`src/uart_multidrop_pkg.sv`:
```
`default_nettype none
package uart_multidrop_pkg;
    // Register word addresses
    localparam logic [2:0] ADDR_DATA = 3'h0;
    localparam logic [2:0] ADDR_STATUS_A = 3'h1;
    localparam logic [2:0] ADDR_CONTROL_B = 3'h2;
    localparam logic [2:0] ADDR_SHARED = 3'h3;
    localparam logic [2:0] ADDR_BAUD_LOW = 3'h4;
    // Status A fields
    localparam int SA_RXC = 7;
    localparam int SA_TXC = 6;
    localparam int SA_TX_BUFFER_EMPTY_FLAG = 5;
    localparam int SA_FILTER = 0;
    // Control B fields
    localparam int CB_RXIE = 7;
    localparam int CB_TXIE = 6;
    localparam int CB_UDIE = 5;
    localparam int CB_RXEN = 4;
    localparam int CB_TXEN = 3;
    localparam int CB_SIZE2 = 2;
    localparam int CB_RX9 = 1;
    localparam int CB_TX9 = 0;
    // Frame format fields and reset
    localparam int FF_SEL = 7;
    localparam int FF_STOP = 3;
    localparam int FF_SIZE_HI = 2;
    localparam int FF_SIZE_LO = 1;
    localparam logic [6:0] FF_RESET = 7'h06;
    localparam logic [2:0] SIZE_NINE = 3'h7;
    localparam logic [3:0] BITS_NINE = 4'h9;
    localparam logic [3:0] BITS_BASE = 4'h5;
    localparam logic [11:0] BAUD_RESET = 12'h000;

    typedef struct packed {
        logic [8:0] data;
        logic stop1;
    } rx_frame_type;

    typedef struct packed {
        logic [8:0] data;
        logic [3:0] n_bits;
        logic two_stop;
    } tx_req_type;

    typedef enum logic [1:0] {PH_IDLE, PH_START, PH_BITS, PH_STOP} phase_type;

    // Data bits per character from the size code
    function automatic logic [3:0] char_bits(input logic [2:0] code);
        if (code == SIZE_NINE)
            return BITS_NINE;
        return BITS_BASE + {2'h0, code[1:0]};
    endfunction
endpackage
`default_nettype wire

```
`src/uart_rx_deser.sv`:
```
`timescale 1ns/1ps
`default_nettype none
module uart_rx_deser (
    input wire logic clk_sys,
    input wire logic rst_sync_n,
    input wire logic enable,
    input wire logic rxd_pin,
    input wire logic [11:0] bit_period,
    input wire logic [3:0] n_bits,
    output var uart_multidrop_pkg::rx_frame_type frame,
    output logic frame_valid
);
    typedef struct packed {
        logic [2:0] sync;
        logic level;
        uart_multidrop_pkg::phase_type phase;
        logic [11:0] cnt;
        logic [3:0] idx;
        uart_multidrop_pkg::rx_frame_type frame;
        logic valid;
    } rx_state_type;

    rx_state_type st;
    rx_state_type next_st;

    always_comb
    begin
        next_st = st;
        next_st.valid = 1'b0;
        next_st.sync = {st.sync[1:0], rxd_pin};
        if (st.sync[1] == st.sync[2])
            next_st.level = st.sync[2];
        case (st.phase)
            uart_multidrop_pkg::PH_IDLE:
                if (enable && !st.level)
                begin
                    next_st.phase = uart_multidrop_pkg::PH_START;
                    next_st.cnt = {1'b0, bit_period[11:1]};
                end
            uart_multidrop_pkg::PH_START:
                if (st.cnt != 12'h000)
                    next_st.cnt = st.cnt - 12'h001;
                else if (st.level)
                    next_st.phase = uart_multidrop_pkg::PH_IDLE;
                else
                begin
                    next_st.phase = uart_multidrop_pkg::PH_BITS;
                    next_st.cnt = bit_period;
                    next_st.idx = 4'h0;
                    next_st.frame.data = 9'h000;
                end
            uart_multidrop_pkg::PH_BITS:
                if (st.cnt != 12'h000)
                    next_st.cnt = st.cnt - 12'h001;
                else
                begin
                    // Unused upper bits stay zero
                    next_st.frame.data[st.idx] = st.level; // RL15
                    next_st.cnt = bit_period;
                    next_st.idx = st.idx + 4'h1;
                    if (st.idx == n_bits - 4'h1)
                        next_st.phase = uart_multidrop_pkg::PH_STOP;
                end
            uart_multidrop_pkg::PH_STOP:
                if (st.cnt != 12'h000)
                    next_st.cnt = st.cnt - 12'h001;
                else
                begin
                    // Only the first stop bit is sampled
                    next_st.frame.stop1 = st.level; // RL3
                    next_st.valid = 1'b1;
                    next_st.phase = uart_multidrop_pkg::PH_IDLE;
                end
            default:
                next_st.phase = uart_multidrop_pkg::PH_IDLE;
        endcase
        if (!enable)
            next_st.phase = uart_multidrop_pkg::PH_IDLE;
    end

    always_ff @(posedge clk_sys or negedge rst_sync_n)
    begin
        if (!rst_sync_n)
        begin
            st <= '0;
            st.sync <= 3'h7;
            st.level <= 1'b1;
        end
        else
            st <= next_st;
    end

    assign frame = st.frame;
    assign frame_valid = st.valid;
endmodule
`default_nettype wire

```
`src/uart_tx_ser.sv`:
```
`timescale 1ns/1ps
`default_nettype none
module uart_tx_ser (
    input wire logic clk_sys,
    input wire logic rst_sync_n,
    input wire logic start,
    input wire uart_multidrop_pkg::tx_req_type req,
    input wire logic [11:0] bit_period,
    output logic txd,
    output logic busy,
    output logic done
);
    typedef struct packed {
        uart_multidrop_pkg::phase_type phase;
        logic [11:0] cnt;
        logic [3:0] idx;
        logic [3:0] n_bits;
        logic [8:0] shreg;
        logic second_stop;
        logic txd;
        logic done;
    } tx_state_type;

    tx_state_type st;
    tx_state_type next_st;

    always_comb
    begin
        next_st = st;
        next_st.done = 1'b0;
        case (st.phase)
            uart_multidrop_pkg::PH_IDLE:
            begin
                next_st.txd = 1'b1;
                if (start)
                begin
                    next_st.shreg = req.data;
                    next_st.n_bits = req.n_bits;
                    next_st.second_stop = req.two_stop;
                    next_st.txd = 1'b0;
                    next_st.cnt = bit_period;
                    next_st.phase = uart_multidrop_pkg::PH_START;
                end
            end
            uart_multidrop_pkg::PH_START, uart_multidrop_pkg::PH_BITS:
                if (st.cnt != 12'h000)
                    next_st.cnt = st.cnt - 12'h001;
                else
                begin
                    next_st.cnt = bit_period;
                    if (st.phase == uart_multidrop_pkg::PH_START)
                        next_st.idx = 4'h0;
                    if (st.phase == uart_multidrop_pkg::PH_BITS && st.idx == st.n_bits)
                    begin
                        next_st.txd = 1'b1;
                        next_st.phase = uart_multidrop_pkg::PH_STOP;
                    end
                    else
                    begin
                        // Bits above the character size are never sent
                        next_st.txd = st.shreg[0]; // RL15
                        next_st.shreg = {1'b0, st.shreg[8:1]};
                        next_st.idx = (st.phase == uart_multidrop_pkg::PH_START) ?
                            4'h1 : st.idx + 4'h1;
                        next_st.phase = uart_multidrop_pkg::PH_BITS;
                    end
                end
            uart_multidrop_pkg::PH_STOP:
                if (st.cnt != 12'h000)
                    next_st.cnt = st.cnt - 12'h001;
                else if (st.second_stop)
                begin
                    next_st.second_stop = 1'b0;
                    next_st.cnt = bit_period;
                end
                else
                begin
                    next_st.phase = uart_multidrop_pkg::PH_IDLE;
                    next_st.done = 1'b1;
                end
            default:
                next_st.phase = uart_multidrop_pkg::PH_IDLE;
        endcase
    end

    always_ff @(posedge clk_sys or negedge rst_sync_n)
    begin
        if (!rst_sync_n)
        begin
            st <= '0;
            st.txd <= 1'b1;
        end
        else
            st <= next_st;
    end

    assign txd = st.txd;
    assign busy = st.phase != uart_multidrop_pkg::PH_IDLE;
    assign done = st.done;
endmodule
`default_nettype wire

```
`src/uart_multidrop_regs.sv`:
```
// Overview of operation
// (RL1) With filtering on, frames without address marking are dropped, never buffered.
// (RL2) Transmitter ignores the filter bit entirely.
// (RL3) For 5 to 8 data bits, first stop bit marks frame type.
// (RL4) For nine data bits, received ninth bit marks frame type.
// (RL5) Type one means address frame, type zero means data frame.
// (RL6) Master and slaves use nine-bit characters; ninth bit high marks address.
// (RL7) Address frames under filtering are stored and raise receive-complete normally.
// (RL8) Selected slave clears filter, takes data, sets filter again afterwards.
// (RL9) Short characters with filtering need two stop bits at the sender.
// (RL10) Software avoids bit set/clear instructions on the filter bit.
// (RL11) Shared location write: top bit picks baud high or frame format.
// (RL12) Shared read gives baud high; after a read just before, frame format.
// (RL13) Software keeps the two-read frame format sequence uninterrupted.
// (RL14) Data location writes fill transmit buffer; reads return receive buffer.
// (RL15) Unused upper bits ignored on transmit and read as zero on receive.
// (RL16) Data writes while buffer-empty flag is clear are ignored.
// (RL17) Buffered data moves into an empty shifter and goes out serially.
// (RL18) Receive buffer is a two-entry FIFO advanced by data location reads.
// (RL19) Status bit 7 shows unread data; disabling receiver flushes it.
// (RL20) Status bit 6 sets after frame out with empty buffer; cleared by ack or one.
// (RL21) Status bit 5 shows transmit buffer empty, and is one after reset.
// (RL22) Each of the three flags drives its own enabled interrupt request.
// (RL23) Discarded data frames leave FIFO and receive flags untouched.
`timescale 1ns/1ps
`default_nettype none
module uart_multidrop_regs (
    input wire logic clk_sys,
    input wire logic resetn,
    input wire logic [2:0] addr,
    input wire logic [7:0] wdata,
    input wire logic wr_en,
    input wire logic rd_en,
    output logic [7:0] rdata,
    input wire logic rxd_pin,
    output logic txd_pin,
    output logic txd_oe,
    input wire logic tx_done_irq_ack,
    output logic irq_rx_complete,
    output logic irq_tx_done,
    output logic irq_tx_empty
);
    typedef struct packed {
        logic multidrop_filter_enable;
        logic tx_done_flag;
        logic rx_complete_irq_en;
        logic tx_done_irq_en;
        logic tx_empty_irq_en;
        logic rx_en;
        logic tx_en;
        logic size2;
        logic tx_ninth_bit;
        logic [6:0] frame_format;
        logic [3:0] baud_div_high;
        logic [7:0] baud_div_low;
        logic [8:0] tx_data_buffer;
        logic tx_buffer_full;
        logic [1:0][8:0] rx_data_buffer;
        logic rd_ptr;
        logic [1:0] count;
        logic prev_shared_rd;
        logic [7:0] rdata;
    } regs_type;

    regs_type st;
    regs_type next_st;
    logic [1:0] rst_pipe;
    logic rst_sync_n;

    ////////////////////////////////////////////////////////////////////////////
    // Reset release
    always_ff @(posedge clk_sys or negedge resetn)
    begin
        if (!resetn)
            rst_pipe <= 2'h0;
        else
            rst_pipe <= {rst_pipe[0], 1'b1};
    end
    assign rst_sync_n = rst_pipe[1];

    ////////////////////////////////////////////////////////////////////////////
    // Serial engines
    logic [2:0] size_code;
    logic [3:0] n_bits;
    logic [11:0] bit_period;
    uart_multidrop_pkg::rx_frame_type rx_frame;
    logic rx_valid;
    uart_multidrop_pkg::tx_req_type tx_req;
    logic tx_load;
    logic tx_busy;
    logic tx_done;

    assign size_code = {st.size2, st.frame_format[uart_multidrop_pkg::FF_SIZE_HI:
        uart_multidrop_pkg::FF_SIZE_LO]};
    assign n_bits = uart_multidrop_pkg::char_bits(size_code); // RL6
    assign bit_period = {st.baud_div_high, st.baud_div_low};

    // Filter bit deliberately absent from the transmit path
    assign tx_req = '{data: st.tx_data_buffer, n_bits: n_bits, // RL2
        two_stop: st.frame_format[uart_multidrop_pkg::FF_STOP]};
    assign tx_load = st.tx_en && st.tx_buffer_full && !tx_busy; // RL17

    uart_rx_deser u_rx (
        .clk_sys(clk_sys),
        .rst_sync_n(rst_sync_n),
        .enable(st.rx_en),
        .rxd_pin(rxd_pin),
        .bit_period(bit_period),
        .n_bits(n_bits),
        .frame(rx_frame),
        .frame_valid(rx_valid)
    );

    uart_tx_ser u_tx (
        .clk_sys(clk_sys),
        .rst_sync_n(rst_sync_n),
        .start(tx_load),
        .req(tx_req),
        .bit_period(bit_period),
        .txd(txd_pin),
        .busy(tx_busy),
        .done(tx_done)
    );

    ////////////////////////////////////////////////////////////////////////////
    // Frame filtering and receive FIFO
    logic type_bit;
    logic accept;
    logic data_rd;
    logic data_wr;
    logic shared_rd;
    logic pop;
    logic rx_complete_flag;
    logic tx_buffer_empty_flag;
    logic [8:0] rx_head;

    assign type_bit = (size_code == uart_multidrop_pkg::SIZE_NINE) ? // RL4
        rx_frame.data[8] : rx_frame.stop1; // RL3
    // One marks address, zero marks data
    assign accept = rx_valid && st.rx_en // RL5
        && !(st.multidrop_filter_enable && !type_bit) // RL1 RL23
        && (st.count != 2'h2 || pop); // RL7
    assign data_rd = rd_en && addr == uart_multidrop_pkg::ADDR_DATA;
    assign data_wr = wr_en && addr == uart_multidrop_pkg::ADDR_DATA;
    assign shared_rd = rd_en && addr == uart_multidrop_pkg::ADDR_SHARED;
    assign pop = data_rd && st.count != 2'h0; // RL18
    assign rx_complete_flag = st.count != 2'h0; // RL19
    assign tx_buffer_empty_flag = !st.tx_buffer_full; // RL21
    assign rx_head = st.rx_data_buffer[st.rd_ptr];

    ////////////////////////////////////////////////////////////////////////////
    // Register file
    always_comb
    begin
        next_st = st;
        next_st.rdata = 8'h00;
        next_st.prev_shared_rd = shared_rd;
        if (rd_en)
            case (addr)
                uart_multidrop_pkg::ADDR_DATA:
                    next_st.rdata = rx_head[7:0]; // RL14
                uart_multidrop_pkg::ADDR_STATUS_A:
                begin
                    next_st.rdata[uart_multidrop_pkg::SA_RXC] = rx_complete_flag; // RL19
                    next_st.rdata[uart_multidrop_pkg::SA_TXC] = st.tx_done_flag;
                    next_st.rdata[uart_multidrop_pkg::SA_TX_BUFFER_EMPTY_FLAG] = tx_buffer_empty_flag;
                    next_st.rdata[uart_multidrop_pkg::SA_FILTER] =
                        st.multidrop_filter_enable;
                end
                uart_multidrop_pkg::ADDR_CONTROL_B:
                    next_st.rdata = {st.rx_complete_irq_en, st.tx_done_irq_en,
                        st.tx_empty_irq_en, st.rx_en, st.tx_en, st.size2,
                        rx_head[8], st.tx_ninth_bit};
                uart_multidrop_pkg::ADDR_SHARED:
                    if (st.prev_shared_rd)
                        next_st.rdata = {1'b1, st.frame_format}; // RL12
                    else
                        next_st.rdata = {4'h0, st.baud_div_high}; // RL12
                uart_multidrop_pkg::ADDR_BAUD_LOW:
                    next_st.rdata = st.baud_div_low;
                default:
                    next_st.rdata = 8'h00;
            endcase
        if (wr_en)
            case (addr)
                uart_multidrop_pkg::ADDR_DATA:
                    if (tx_buffer_empty_flag) // RL16
                    begin
                        next_st.tx_data_buffer = {st.tx_ninth_bit, wdata}; // RL14
                        next_st.tx_buffer_full = 1'b1;
                    end
                uart_multidrop_pkg::ADDR_STATUS_A:
                begin
                    next_st.multidrop_filter_enable = wdata[uart_multidrop_pkg::SA_FILTER];
                    if (wdata[uart_multidrop_pkg::SA_TXC])
                        next_st.tx_done_flag = 1'b0; // RL20
                end
                uart_multidrop_pkg::ADDR_CONTROL_B:
                begin
                    next_st.rx_complete_irq_en = wdata[uart_multidrop_pkg::CB_RXIE];
                    next_st.tx_done_irq_en = wdata[uart_multidrop_pkg::CB_TXIE];
                    next_st.tx_empty_irq_en = wdata[uart_multidrop_pkg::CB_UDIE];
                    next_st.rx_en = wdata[uart_multidrop_pkg::CB_RXEN];
                    next_st.tx_en = wdata[uart_multidrop_pkg::CB_TXEN];
                    next_st.size2 = wdata[uart_multidrop_pkg::CB_SIZE2];
                    next_st.tx_ninth_bit = wdata[uart_multidrop_pkg::CB_TX9];
                end
                uart_multidrop_pkg::ADDR_SHARED:
                    if (wdata[uart_multidrop_pkg::FF_SEL])
                        next_st.frame_format = wdata[6:0]; // RL11
                    else
                        next_st.baud_div_high = wdata[3:0]; // RL11
                uart_multidrop_pkg::ADDR_BAUD_LOW:
                    next_st.baud_div_low = wdata;
                default:
                    next_st.frame_format = st.frame_format;
            endcase
        if (tx_done_irq_ack)
            next_st.tx_done_flag = 1'b0; // RL20
        // Set wins over a same-cycle clear
        if (tx_done && !st.tx_buffer_full)
            next_st.tx_done_flag = 1'b1; // RL20
        if (tx_load)
            next_st.tx_buffer_full = 1'b0; // RL17
        if (pop)
            next_st.rd_ptr = !st.rd_ptr; // RL18
        if (accept)
            next_st.rx_data_buffer[st.rd_ptr ^ st.count[0]] = rx_frame.data; // RL7
        next_st.count = st.count + {1'b0, accept} - {1'b0, pop};
        if (!st.rx_en)
        begin
            next_st.count = 2'h0; // RL19
            next_st.rd_ptr = 1'b0;
        end
    end

    always_ff @(posedge clk_sys or negedge rst_sync_n)
    begin
        if (!rst_sync_n)
        begin
            st <= '0;
            st.frame_format <= uart_multidrop_pkg::FF_RESET;
            st.baud_div_high <= uart_multidrop_pkg::BAUD_RESET[11:8];
            st.baud_div_low <= uart_multidrop_pkg::BAUD_RESET[7:0];
        end
        else
            st <= next_st;
    end

    assign rdata = st.rdata;
    // Pin stays claimed while tx_en is set or until the frame in the shifter has left
    assign txd_oe = st.tx_en || tx_busy;
    assign irq_rx_complete = rx_complete_flag && st.rx_complete_irq_en; // RL22
    assign irq_tx_done = st.tx_done_flag && st.tx_done_irq_en; // RL22
    assign irq_tx_empty = tx_buffer_empty_flag && st.tx_empty_irq_en; // RL22
endmodule
`default_nettype wire

```
`config.mk`:
```
export PLATFORM = sky130hd
export DESIGN_NAME = uart_multidrop_regs
export DESIGN_NICKNAME = d
export VERILOG_FILES = /design/src/uart_multidrop_pkg.sv /design/src/uart_rx_deser.sv /design/src/uart_tx_ser.sv /design/src/uart_multidrop_regs.sv
export SDC_FILE = /design/constraint.sdc
export NUM_CORES = 1
export LEC_CHECK = 0
export BUFFER_PORTS_ARGS = -buffer_cell sky130_fd_sc_hd__buf_2
export CORE_MARGIN = 5
export CORE_UTILIZATION = 60
export CTS_CLUSTER_SIZE = 8
export DETAILED_ROUTE_END_ITERATION = 8
export GPL_TIMING_DRIVEN = 1
export PLACE_DENSITY = 0.89
export SLEW_MARGIN = 20
export SYNTH_ARGS = -nofsm -noshare
export SYNTH_HDL_FRONTEND = slang
export SYNTH_SLANG_ARGS = --single-unit
```
`constraint.sdc`:
```
create_clock -name clk_sys -period 6 [get_ports clk_sys]
set_clock_uncertainty 0.1 [all_clocks]
set_input_delay 0.3 -clock clk_sys [delete_from_list [all_inputs] [get_ports clk_sys]]
set_output_delay 0.3 -clock clk_sys [all_outputs]
set_load 0.1 [all_outputs]
```
==> results by group, run 1 <==
Synth
  • Cells after Synth: 737
  • Proportion of register bits with asynchronous set or reset after synthesis: between 90% and 100%
  • Nets in the synthesized netlist: 771
  • Flops & latches, synth: 137
  • Synthesized-area fraction occupied by and/or/nand/nor cells: around 17%
  • Synthesized area divided by synthesized cell count: 10.10 um^2
  • Synth Area in Compound Gates: 16.40%
  • Most used flip-flop cell after synthesis: dfrtp_1
  • Xor-xnor portion of the synthesized cell area: 2.235%
  • Count of yosys warnings during synthesis: 0
  • Number of flops mapped to enable cells by yosys: 0
  • Sequential area share after synthesis: 46.17%
  • Combinational family with the most area after synthesis: simple AND/OR/NAND/NOR gates
  • Synthesized-area fraction occupied by adder cells: 3.126%
  • Number of library cell types mapped by synthesis: 78
  • Multiplexer area fraction after synthesis: 11.09%
  • Netlist area before placement: 7445 um^2

Route
  • Avg Vias per Cell: 6.524
  • Detailed-route DRC error count: 0
  • Wire length after detailed routing: 18480 um
  • Antenna Violating Nets Remaining: 0
  • Drt initial violations: 732
  • Total vias in the final route: 6048
  • Pre-antenna DRT Iters: 6
  • Routed wire per std cell: 19.93 um

Run status
  • Outcome: completed

Global route
  • Global-route congestion overflow total: 0
  • Vias in the first global route: 5830
  • First-pass GRT wire length: 29710 um
  • Largest net degree at the start of global routing: 85
  • Antenna violations before repair: 0
  • Total global-route track usage: 25.77%

Critical path
  • WP buf/inv: 1
  • Critical path arrival: around 3.4 ns
  • Data required, critical path: 6.21 ns
  • CP max stage delay: 0.69 ns
  • Element type at the critical path end: flop
  • Critical-path maximum fanout: 29
  • Crit path cell chain: inv_1, ha_1, or4b_1, or4_4, nor2_2, a31oi_1, a41o_1
  • Startpoint Class: flop
  • Slowest CP cell: nor2_2
  • CP delay by family, top: simple AND/OR/NAND/NOR gates
  • Critical path class: flop to flop

CTS
  • Cts bufs inserted: 17
  • Cts-stage hold buffer count: 3
  • Number of buffers on the longest clock path: 2
  • Clock-pin slew on the worst setup and hold paths: 0.06 ns
  • Total number of H-tree levels: 4
  • Root Buffer Master: clkbuf_16
  • Post-cts resize count: 0
  • Clock latency at the later pin of the worst-skew pair: 0.43 ns
  • Clock Sink Count: 137
  • Clock tree from TritonCTS: done
  • Setup bufs post-CTS: 0

Die
  • Die Area: 14740 um^2
  • Area of the core: 12110 um^2
  • Starting density of the core: about three fifths
  • Boundary Pins: 30
  • Number of rows created at floorplan: 40
  • Die height: 121.4 um
  • Horizontal die dimension: 121.4 um

Timing
  • Pin slew with the least headroom to its limit: about 1.2 ns
  • Final critical delay including setup and external delays: 3.191 ns
  • Final Hold Viols: 0
  • Setup violators final: 0
  • Share of the clock period used by the worst path after layout: 53.19%
  • Fmax: 0.3134 GHz
  • Max-slew headroom at the worst pin: between 20% and 30%
  • Total count of max-transition violations in the final report: 0
  • Setup repair after global routing missed its margin: false
  • Total Neg Setup Slack: 0 ns

Power
  • Areal power density over the cells: 466.5 nW/um^2
  • Static power due to leakage: 3.625 nW
  • Max IR drop VDD: 0.0002370 V

Place
  • Final RePlAce weighted congestion: 0.9767
  • Final HPWL from detailed placement: 12610 um
  • PortBufs: 29
  • Number of instances in the placed design: 892

Layout
  • Leading cell types in the layout, fill and taps excluded: dfrtp_1 (129), nand2_1 (60), mux2_2 (60)
  • Layout overhead on the synthesized area: 10.27%
  • Proportion of layout cells with a drive suffix above 1: 20.82%
  • Number of diodes added for antenna fixing: 0
  • Filler cell count: 875
  • Net count reported at finish: 780
  • Final standard cell count with taps included and fillers excluded: 927
  • Most common cell after layout, fill and taps aside: dfrtp_1

Min path
  • Worst hold-check path type: primary input to asynchronous set/reset pin

Run
  • Number of max-cap violations: 0
==> power breakdown <==
group	internal, mW	leakage (nW)	switching (mW)
registers	1.16	1.74	0.270
clock network	0.627	0.282	0.419
logic	0.512	1.61	0.847
total	2.29	3.62	1.54
==> sequential cells by signal, summed over array words and instances (netlist names) <==
register,flops
size_code,3
st,45
u_tx.st,32
u_tx.done,1
u_rx.st,20
bit_period,12
rdata,8
u_rx.frame_valid,1
u_rx.next_st,2
u_tx.txd,1
u_rx.frame,10
rst_pipe,2
==> cells in the mapped netlist, drive strengths merged, types with 6 or more instances <==
| cell | count | share of area, % |
|---|---|---|
| nand4 | 6 | 0.50 |
| a41o | 8 | 1.1 |
| nor2b | 11 | 0.92 |
| inv | 21 | 1.1 |
| a21oi | 35 | 2.4 |
| or2 | 11 | 0.92 |
| o22ai | 11 | 0.92 |
| and2 | 13 | 1.1 |
| o2bb2ai | 6 | 0.71 |
| dfrtp | 130 | 44 |
| a211o | 6 | 0.71 |
| o21ai | 42 | 2.8 |
| and3 | 8 | 0.77 |
| nand3 | 17 | 1.1 |
| nor3 | 25 | 1.8 |
| xnor2 | 12 | 1.4 |
| a31oi | 23 | 1.9 |
| dfstp | 7 | 2.5 |
| buf | 19 | 1.8 |
| mux2i | 15 | 2.0 |
| ha | 17 | 2.9 |
| nor2 | 49 | 2.5 |
| xor2 | 7 | 0.82 |
| clkbuf | 26 | 1.3 |
| nand2b | 8 | 0.67 |
| mux2 | 60 | 9.1 |
| nand2 | 60 | 3.0 |
==> layer usage <==
metal / wire length [um] / vias up / global-route usage [%] / share of wire (%)
li1: - / 2711 / - / -
met1: 7582 / 2981 / 33.71 / 41
met2: 8899 / 303 / 41.00 / 48
met3: 1458 / 53 / 6.340 / 7.9
met4: 535 / 0 / 10.78 / 2.9
met5: 0 / - / 0 / 0
==> cells by family after synthesis <==
family | after synthesis
flip-flops | 137
XOR/XNOR | 19
AND/OR/NAND/NOR | 237
adder cells (fa/ha/maj) | 19
multiplexers | 75
AO/OA/AOI/OAI | 183
other | 1
buffers and inverters | 66
==> path summary, 6_finish.rpt <==
kind                                             from                          to  slack [ns]  depth (start not counted)
max                           u_rx.st[15]$_DFFE_PN0P_   u_rx.frame[1]$_DFFE_PN0P_        2.81                          7
min                                            resetn       rst_pipe[1]$_DFF_PN0_        0.07                          2
max reg2reg                   u_rx.st[15]$_DFFE_PN0P_   u_rx.frame[1]$_DFFE_PN0P_        2.81                          7
min reg2reg                u_rx.next_st[31]$_DFF_PN1_  u_rx.next_st[32]$_DFF_PN1_        0.25                          0
max in group asynchronous       rst_pipe[1]$_DFF_PN0_          rdata[3]$_DFF_PN0_        4.37                          1
min in group clk_sys                            rd_en          rdata[5]$_DFF_PN0_        0.07                          2
==> layout make-up <==
type / count / area, um^2 / area share [%]
multi-input cells: 534 / 3694 / 44.99
clock inverters: 12 / 137.6 / 1.677
flip-flops and latches: 137 / 3441 / 41.91
inverters: 21 / 78.83 / 0.9602
well taps: 168 / 210.2 / 2.561
repair buffers: 35 / 201.4 / 2.454
clock buffers: 20 / 446.7 / 5.441
==> stage by stage <==
step	cell area, um^2	util, %	power (mW)	hold WS [ns]	setup WS (ns)
after detailed placement	7591	62.68	2.741	-0.01220	2.871
after global placement	7591	62.68	2.659	-0.01287	2.989
after floorplan	7445	-	2.408	-0.09559	1.813
final	8209	67.78	3.830	0.06809	2.809
after global routing	8209	67.78	4.027	0.06634	2.663
after CTS	8205	67.75	3.794	0.05824	2.864
Power figures use the tool's default switching activity.
==> run 2, diff against run 1 <==
==> constraint.sdc (replaced) <==
create_clock -name clk_sys -period 3 [get_ports clk_sys]
set_clock_uncertainty 0.1 [all_clocks]
set_input_delay 0.15 -clock clk_sys [delete_from_list [all_inputs] [get_ports clk_sys]]
set_output_delay 0.15 -clock clk_sys [all_outputs]
set_load 0.1 [all_outputs]
==> run 2 against run 1 <==
Clock power increased by 94%. Combinational power grew 120%. Register-to-register slack worse by 2.6 ns. Cell area increased by 2.9%. Non-clock buffer count is 29 higher. Cell count rose by 3.1%. Maximum frequency up 13%. Utilization up 2.0 points. Sequential power is 100% higher. First-iteration DRC count rose by 39%. Critical endpoint is now u_rx.frame[6]$_DFFE_PN0P_.
==> results by group, run 2 (synthesis gave the netlist of run 1 again) <==
Run status
  • Outcome: completed

Timing
  • Final critical delay including setup and external delays: 2.836 ns (-0.3549 ns)
  • Total count of max-transition violations in the final report: 0 (unchanged)
  • WHS: 0.01579 ns (-0.05231 ns)
  • Pin slew with the least headroom to its limit: 0.8816 ns (-0.2802 ns)
  • Worst setup slack after layout: 0.1636 ns (-2.645 ns)
  • Final Hold Viols: 0 (unchanged)
  • Total Neg Setup Slack: 0 ns (unchanged)
  • Setup violators final: 0 (unchanged)
  • Setup repair after global routing missed its margin: false
  • Fmax: 0.3526 GHz (+13%)
  • Share of the clock period used by the worst path after layout: 94.55% (+41 points)
  • Max-slew headroom at the worst pin: 40.91% (+19 points)

Route
  • Detailed-route DRC error count: 0 (unchanged)
  • Avg Vias per Cell: 6.659 (+2.1%)
  • Routed wire per std cell: 21.30 um (+6.9%)
  • Drt initial violations: 1017 (+39%)
  • Total vias in the final route: 6366 (+5.3%)
  • Pre-antenna DRT Iters: 7 (+1)
  • Wire length after detailed routing: 20360 um (+10%)
  • Antenna Violating Nets Remaining: 0 (unchanged)

Global route
  • Largest net degree at the start of global routing: 60 (-29%)
  • Total global-route track usage: 28.67% (+2.9 points)
  • Global-route congestion overflow total: 0 (unchanged)
  • First-pass GRT wire length: 33060 um (+11%)
  • Vias in the first global route: 6240 (+7.0%)
  • Antenna violations before repair: 0 (unchanged)

Power
  • Areal power density over the cells: 929.3 nW/um^2 (+99%)
  • Static power due to leakage: 3.757 nW (+3.6%)
  • Max IR drop VDD: 0.0005651 V (+140%)

CTS
  • Clock-pin slew on the worst setup and hold paths: 0.06 ns (about the same)
  • Number of buffers on the longest clock path: 2 (unchanged)
  • Cts bufs inserted: 17 (unchanged)
  • Clock Sink Count: 137 (unchanged)
  • Clock latency at the later pin of the worst-skew pair: 0.44 ns (about the same)
  • Clock tree from TritonCTS: done
  • Root Buffer Master: clkbuf_16
  • Total number of H-tree levels: 4 (unchanged)

Critical path
  • Data required, critical path: 3.21 ns (-3.00 ns)
  • Critical-path maximum fanout: 28 (-3.4%)
  • Startpoint Class: flop
  • Worst reg2reg startpoint: u_rx.st[15]$_DFFE_PN0P_
  • Element type at the critical path end: flop
  • End of the worst register-to-register path: u_rx.frame[6]$_DFFE_PN0P_
  • Critical path class: flop to flop
  • Critical path arrival: 3.05 ns (-0.36 ns)
  • FF-to-FF setup slack: 0.16 ns (-2.65 ns)
  • Cells on worst reg2reg path: 9 (+2)

Min path
  • Worst hold-check path type: primary input to flop
  • Worst min-delay path startpoint: wdata[4]
  • Worst min-delay path endpoint: st[35]$_DFFE_PN0P_
  • Hold path depth: 2

Layout
  • Net count reported at finish: 809 (+3.7%)
  • Largest registers: st: 45 flops, u_tx.st: 32 flops, u_rx.st: 20 flops
  • Register name with the most flops: st
  • Proportion of layout cells with a drive suffix above 1: 22.72% (+1.9 points)
  • Layout overhead on the synthesized area: 13.45%
  • Leading cell types in the layout, fill and taps excluded: dfrtp_1 (129), nand2_1 (60), mux2_2 (60)
  • Number of diodes added for antenna fixing: 0 (unchanged)
  • Most common cell after layout, fill and taps aside: dfrtp_1
  • Largest register FFs: 45 (unchanged)

Place
  • PortBufs: 29 (unchanged)
  • Final HPWL from detailed placement: 12810 um (+1.5%)
  • Worst slack, placed: 0.1778 ns (-2.693 ns)
  • Final RePlAce weighted congestion: 0.9517 (-2.6%)

Die
  • Starting density of the core: 61.47% (unchanged)
  • Horizontal die dimension: 121.4 um (unchanged)
  • Die height: 121.4 um (unchanged)
  • Die Area: 14740 um^2 (unchanged)
  • Boundary Pins: 30 (unchanged)
  • Area of the core: 12110 um^2 (unchanged)
  • Number of rows created at floorplan: 40 (unchanged)

Run
  • Number of max-cap violations: 0 (unchanged)
==> run 2: timing repair <==
item	CTS	global route
endpoints found under the hold margin	42	0
hold buffers	12	0
resized for setup	0	1
buffers inserted	0	4
endpoints found under the setup margin	0	8
==> run 2: stage by stage <==
| step | utilization (%) | instances | power [mW] | cell area [um^2] |
|---|---|---|---|---|
| after floorplan | - | 737 | 4.815 | 7446 |
| after global placement | 63.77 | 908 | 5.431 | 7724 |
| after detailed placement | 63.77 | 908 | 5.597 | 7724 |
| after CTS | 69.45 | 952 | 7.715 | 8412 |
| after global routing | 69.73 | 956 | 8.252 | 8446 |
| final | 69.73 | 956 | 7.849 | 8446 |
==> run 2: per-layer routing <==
| metal | track usage [%] | wire [um] |
|---|---|---|
| met2 | 45.35 | 9632 |
| met1 | 37.41 | 8086 |
| met4 | 11.90 | 783 |
| met5 | 0 | 0 |
| met3 | 7.646 | 1857 |
==> run 2: how the worst max path moves through the flow <==
stage | startpoint | to | slack [ns] | depth (start not counted)
after floorplan | u_rx.st[15]$_DFFE_PN0P_ | u_rx.st[22]$_DFFE_PN0P_ | 0.50 | 8
after global placement | u_rx.st[15]$_DFFE_PN0P_ | u_rx.frame[5]$_DFFE_PN0P_ | 0.32 | 9
after detailed placement | u_rx.st[15]$_DFFE_PN0P_ | u_rx.frame[5]$_DFFE_PN0P_ | 0.18 | 9
after CTS | u_rx.st[15]$_DFFE_PN0P_ | u_rx.frame[5]$_DFFE_PN0P_ | 0.15 | 9
after global routing | u_rx.st[15]$_DFFE_PN0P_ | u_rx.frame[6]$_DFFE_PN0P_ | 0.01 | 9
final | u_rx.st[15]$_DFFE_PN0P_ | u_rx.frame[6]$_DFFE_PN0P_ | 0.16 | 9
==> run 2: layout make-up <==
class / instances / area (um^2)
Multi-Input combinational cell: 534 / 3694
Inverter: 21 / 78.83
Fill cell: 823 / 3666
Clock inverter: 14 / 138.9
Clock buffer: 18 / 429.2
Sequential cell: 137 / 3441
Timing Repair Buffer: 64 / 454.2
Tap cell: 168 / 210.2
==> run 2: where the power goes <==
part,leakage [nW],internal [mW],total (mW),switching [mW]
clock network,0.276,1.16,2.04,0.875
registers,1.74,2.31,2.88,0.566
logic,1.74,1.13,2.94,1.81
total,3.76,4.60,7.85,3.25
==> run 2: worst max-delay path, cell delays in order (launching register included) <==
cell	delay, ns
dfrtp_1	0.39
inv_1	0.12
ha_1	0.15
or4b_1	0.52
or4_4	0.45
buf_4	0.25
nor2_2	0.19
buf_6	0.19
a31oi_1	0.11
a41o_1	0.24
